[config.mk]
export PLATFORM = sky130hd
export DESIGN_NAME = lcds_select_low
export DESIGN_NICKNAME = d
export VERILOG_FILES = /design/src/include/lcds_pkg.sv /design/src/verilog/lcds_select_low.sv
export SDC_FILE = /design/constraint.sdc
export NUM_CORES = 1
export LEC_CHECK = 0
export BUFFER_PORTS_ARGS = -buffer_cell sky130_fd_sc_hd__buf_2
export CAP_MARGIN = 20
export CORE_ASPECT_RATIO = 1.75
export CORE_UTILIZATION = 29
export CTS_BUF_LIST = sky130_fd_sc_hd__clkbuf_4 sky130_fd_sc_hd__clkbuf_8 sky130_fd_sc_hd__clkbuf_16
export DETAILED_ROUTE_END_ITERATION = 6
export PLACE_DENSITY = 0.78
export SYNTH_ARGS = -nofsm -noshare
export SYNTH_HDL_FRONTEND = slang
export SYNTH_SLANG_ARGS = --single-unit
[constraint.sdc]
create_clock -name hclk -period 1.4 [get_ports hclk]
set_input_delay 0.21 -clock hclk [delete_from_list [all_inputs] [get_ports hclk]]
set_output_delay 0.21 -clock hclk [all_outputs]
set_load 0.01 [all_outputs]
[src/include/lcds_pkg.sv]
package lcds_pkg;

    // register map
    localparam logic [31:0] LCDS_SEL_OFFSET  = 32'h0000_0000;

    // field layout of the selector register
    localparam int          LCDS_D1_LSB      = 0;
    localparam int          LCDS_D2_LSB      = 4;
    localparam int          LCDS_SEL_W       = 3;
    localparam int          LCDS_N_INPUTS    = 8;

    // reset values of the bus-side state
    localparam logic [31:0] LCDS_RDATA_RST   = 32'h0000_0000;

    // bus encodings
    localparam logic [1:0]  LCDS_HTRANS_NSEQ = 2'h2;
    localparam logic [1:0]  LCDS_HTRANS_SEQ  = 2'h3;
    localparam logic [2:0]  LCDS_HSIZE_WORD  = 3'h2;
    localparam logic        LCDS_HRESP_OKAY  = 1'h0;

    // selector storage, kept through every bus reset
    typedef struct packed {
        logic [LCDS_SEL_W-1:0] d2;
        logic [LCDS_SEL_W-1:0] d1;
    } lcds_sel_t;

    // bus-side state, cleared by reset
    typedef struct packed {
        logic        wr_pend;
        logic [31:0] rdata;
    } lcds_bus_t;

    // two selected data lines toward the gates
    typedef struct packed {
        logic gate_data2;
        logic gate_data1;
    } lcds_gate_t;

endpackage

[src/verilog/lcds_select_low.sv]
// Functional notes
// - gate_data2 follows input chosen by bits 6-4
// - gate_data1 follows input chosen by bits 2-0
// - bits 7 and 3 read zero, ignore writes
// - selector fields read/write, no defined reset value
// - reset leaves both selector fields unchanged
//
// The implementer's own choices: the register addresses and the AHB-Lite slave port.
`timescale 1ns/1ps
`default_nettype none
module lcds_select_low
    import lcds_pkg::*;
(
    input  wire logic                     hclk,
    input  wire logic                     hresetn,
    input  wire logic                     hsel,
    input  wire logic [31:0]              haddr,
    input  wire logic [1:0]               htrans,
    input  wire logic                     hwrite,
    input  wire logic [2:0]               hsize,
    input  wire logic [31:0]              hwdata,
    input  wire logic                     hready,
    output logic                          hreadyout,
    output logic [31:0]                   hrdata,
    output logic                          hresp,
    input  wire logic [LCDS_N_INPUTS-1:0] cell_input,
    output lcds_gate_t                    gate_out
);

    lcds_bus_t bus_reg;
    lcds_bus_t bus_next;
    lcds_sel_t sel_reg;
    lcds_sel_t sel_next;
    logic      addr_take;
    logic      addr_hit;

    // zero-wait slave, always OKAY
    assign hreadyout = 1'b1;
    assign hresp     = LCDS_HRESP_OKAY;
    assign hrdata    = bus_reg.rdata;

    // address phase accepted for this register
    assign addr_take = hsel && hready && (htrans == LCDS_HTRANS_NSEQ || htrans == LCDS_HTRANS_SEQ);
    assign addr_hit  = addr_take && (haddr == LCDS_SEL_OFFSET);

    // selector update in the write data phase; bits 7 and 3 have no storage
    always_comb begin
        sel_next = sel_reg;
        if (bus_reg.wr_pend) begin
            sel_next.d2 = hwdata[LCDS_D2_LSB +: LCDS_SEL_W];
            sel_next.d1 = hwdata[LCDS_D1_LSB +: LCDS_SEL_W];
        end
    end

    // bus state: pending write flag and registered read data
    always_comb begin
        bus_next         = bus_reg;
        bus_next.wr_pend = addr_hit && hwrite;
        if (addr_take && !hwrite) begin
            bus_next.rdata = LCDS_RDATA_RST;
            if (addr_hit) begin
                // read sees a write finishing in this same cycle
                bus_next.rdata[LCDS_D2_LSB +: LCDS_SEL_W] = sel_next.d2;
                bus_next.rdata[LCDS_D1_LSB +: LCDS_SEL_W] = sel_next.d1;
            end
        end
    end

    always_ff @(posedge hclk or negedge hresetn) begin
        if (!hresetn) begin
            bus_reg <= '{wr_pend: 1'b0, rdata: LCDS_RDATA_RST};
        end else begin
            bus_reg <= bus_next;
        end
    end

    // selector storage has no reset and keeps its value through one
    always_ff @(posedge hclk) begin
        sel_reg <= sel_next;
    end

    // combinational input multiplexers toward the gates
    always_comb begin
        gate_out.gate_data2 = cell_input[sel_reg.d2];
        gate_out.gate_data1 = cell_input[sel_reg.d1];
    end

    // checks below watch the bus and the selector from the inside; the
    // selector has no reset, so any check that needs a known code first
    // waits for a selector write, tracked by a helper flag that a bus
    // reset never clears
    logic       sel_written = 1'b0;
    // helper: codes of the last selector write, taken from the bus itself
    logic [2:0] gate_sel_d1_past;
    logic [2:0] gate_sel_d2_past;

    // shadow of the selector, fed from hwdata rather than from sel_reg
    always_ff @(posedge hclk) begin
        if (bus_reg.wr_pend) begin
            sel_written      <= 1'b1;
            gate_sel_d1_past <= hwdata[2:0];
            gate_sel_d2_past <= hwdata[6:4];
        end
    end
endmodule
`default_nettype wire

==> results.sh <==
export IMPL_status="finished with violations"
export IMPL_violations="negative setup slack"
export IMPL_endpoint_kind="output pin"
export IMPL_clkSinkCount=13
export IMPL_synth_area_mux_share_pct=19.0
export IMPL_layout_setup_ws_ps=-321
export IMPL_synth_compound_area_share_pct=3.17
export IMPL_synth_xor_area_share_pct=0
export IMPL_insertion_delay_ps=240
export IMPL_setup_viol=2
export IMPL_ys_top_cells_by_area="buf_4 (27%), dfrtp_1 (18%), dfxtp_1 (13%), mux4_2 (9.5%), mux2_2 (5.9%)"
export IMPL_grt_pass1_wl_um=2810
export IMPL_clockBufferDepth=2
export IMPL_yosysMostFrequentCell="buf_4"
export IMPL_dpl_cell_area_um2=1130
export IMPL_synth_common_cells="buf_4 (34), dfrtp_1 (7), nand2_1 (7)"
export IMPL_rsz0062_at_grt="yes"
export IMPL_yosys_area_top_type_share_pct=26.9
export IMPL_dp_hpwl_um=1750
export IMPL_vias=809
export IMPL_dp_cells=188
export IMPL_areaGrowthSynthToFinish_pct=27.6
export IMPL_syn_area_um2=948
export IMPL_max_cap_viol_count=0
export IMPL_overflow=0
export IMPL_antenna_cells=0
export IMPL_port_buffer_count=59
export IMPL_clk_pin_slew_ps=50
export IMPL_criticalPathCategory="flop to output pin"
export IMPL_cp_slowest_cell="mux4_2"
export IMPL_arrival_ps=1510
export IMPL_synth_top_family_by_area="buffers and inverters"
export IMPL_drt_iter0_markers=3
export IMPL_instances_no_fill=193
export IMPL_core_area_um2=3140
export IMPL_fin_crit_sh_pct=123
export IMPL_vias_per_cell=4.19
export IMPL_yosys_area_top_type="buf_4"
export IMPL_grt_usage_pct=11.2
export IMPL_drtPass1Iterations=3
export IMPL_start_util_pct=30.2
export IMPL_yosysWarnings=0
export IMPL_cpPeakStageDelay_ps=500
export IMPL_synthSimpleGateAreaFrac_pct=18.2
export IMPL_ys_ff_latch=13
export IMPL_die_y_um=77.7
export IMPL_synth_edf_count=0
export IMPL_fin_crit_ps=1720
export IMPL_die_area_um2=3510
export IMPL_cts_tree="built"
export IMPL_async_flop_share_pct=53.8
export IMPL_hold_class="primary input to flop"
export IMPL_cts_max_level=1
export IMPL_synthCells=96
export IMPL_tns_ps=-626
export IMPL_ios=118
export IMPL_drive_gt1_share_pct=50.7
export IMPL_cts_inserted_buffers=3
export IMPL_finalWirelength_um=1980
export IMPL_peakVddDrop_uv=389
export IMPL_antenna_found_initial=0
export IMPL_critPathTopFamily="multiplexers"
export IMPL_hold_viol_final=0
export IMPL_synth_avg_cell_area_um2=9.88
export IMPL_fin_nets=233
export IMPL_synth_fa_ha_area_share_pct=0
export IMPL_grt_max_degree=9
export IMPL_die_x_um=45.2
export IMPL_cts_setup_buffers=0
export IMPL_path_max_fanout=3
export IMPL_power_density_nw_per_um2=717
export IMPL_ys_types=19
export IMPL_leakagePower_nw=0.618
export IMPL_yosysSeqAreaShare_pct=31.1
export IMPL_grt_pass1_vias=704
export IMPL_num_rows=27
export IMPL_crit_required_ps=1190
export IMPL_drv_slew=0
export IMPL_wl_per_cell_um=10.3
export IMPL_synth_flop_cell="dfrtp_1"
export IMPL_cp_cell_sequence="mux4_2 -> mux2_4 -> buf_6"
export IMPL_critical_path_buf_inv_count=1
export IMPL_ant_nets=0
export IMPL_fin_area_um2=1210
export IMPL_cp_start_kind="flop"
export IMPL_finalWeightedCongestion=0.729
export IMPL_ctsRootBufferMaster="clkbuf_8"
export IMPL_remaining_drc_errors=0
export IMPL_fin_skew_ps=0.547
export IMPL_max_freq_ghz=0.581
==> what timing repair did <==
action | 4_1_cts | 5_1_grt
endpoints found under the setup margin | 2 | 2
gates resized for setup | 5 | 0
pin swaps | 0 | 0
endpoints found under the hold margin | 7 | 0
hold buffers | 1 | 0
==> per-layer routing <==
layer	vias up	global-route usage (%)	wire, um
li1	388	-	-
met1	356	9.08	561
met2	60	22.5	1180
met3	5	2.56	195
met4	0	5.45	41
met5	-	0	0
==> worst paths after layout <==
kind / end / start / cells after the start / slack [ps]
setup reg to reg: hrdata[0] / bus_reg[32] / 3 / 230
hold reg to reg: hrdata[2] / hrdata[2] / 2 / 480
min in group asynchronous: hrdata[5] / hresetn / 2 / 330
hold / removal: sel_reg[5] / hwdata[6] / 2 / 210
max in group asynchronous: bus_reg[32] / hresetn / 2 / 920
setup / recovery: gate_out[1] / sel_reg[3] / 3 / -320
==> metrics by stage <==
stage,setup WS [ps],hold slack (ps),util [%],power (mW)
CTS,-311,206,38.5,0.872
global route,-366,218,38.5,0.907
detailed placement,-109,50.7,36.0,0.518
global placement,-74.9,50.3,36.0,0.516
floorplan,44.0,-85.6,-,0.495
finish,-321,206,38.5,0.867
==> cell families (layout without fill, tap and decap cells) <==
family	count (synthesis)	after routing
DFF	13	13
buffers and inverters	36	64
other	2	28
muxes	12	12
AOI/OAI and AO/OA	6	6
and+or+nand+nor	27	27
==> where the power goes <==
group / internal, mW / switching [mW]
clock network: 0.220 / 0.128
registers: 0.374 / 0.000000000219
logic: 0.0737 / 0.0718
total: 0.667 / 0.200
==> final cells by class <==
type	instances	area, um^2
clock buffers	4	48.8
fillers	335	1930
multi-input cells	73	492
flip-flops and latches	13	298
well taps	43	53.8
repair buffers	60	318
==> cell usage in the layout, fill, tap and decap left out, drive strengths merged <==
cell type / synthesis / routed
dfxtp: 6 / 6
nand3: 2 / 2
and4: 1 / 1
mux4: 4 / 4
dlygate4sd3: 0 / 1
nand2: 7 / 7
nor4: 6 / 6
o21ai: 6 / 6
nor2: 1 / 1
or2: 1 / 1
nand3b: 6 / 6
buf: 34 / 59
dfrtp: 7 / 7
conb: 2 / 28
clkbuf: 2 / 4
or4: 2 / 2
nor3: 1 / 1
mux2: 8 / 8
Note: power is estimated with default switching activity, not from simulation.
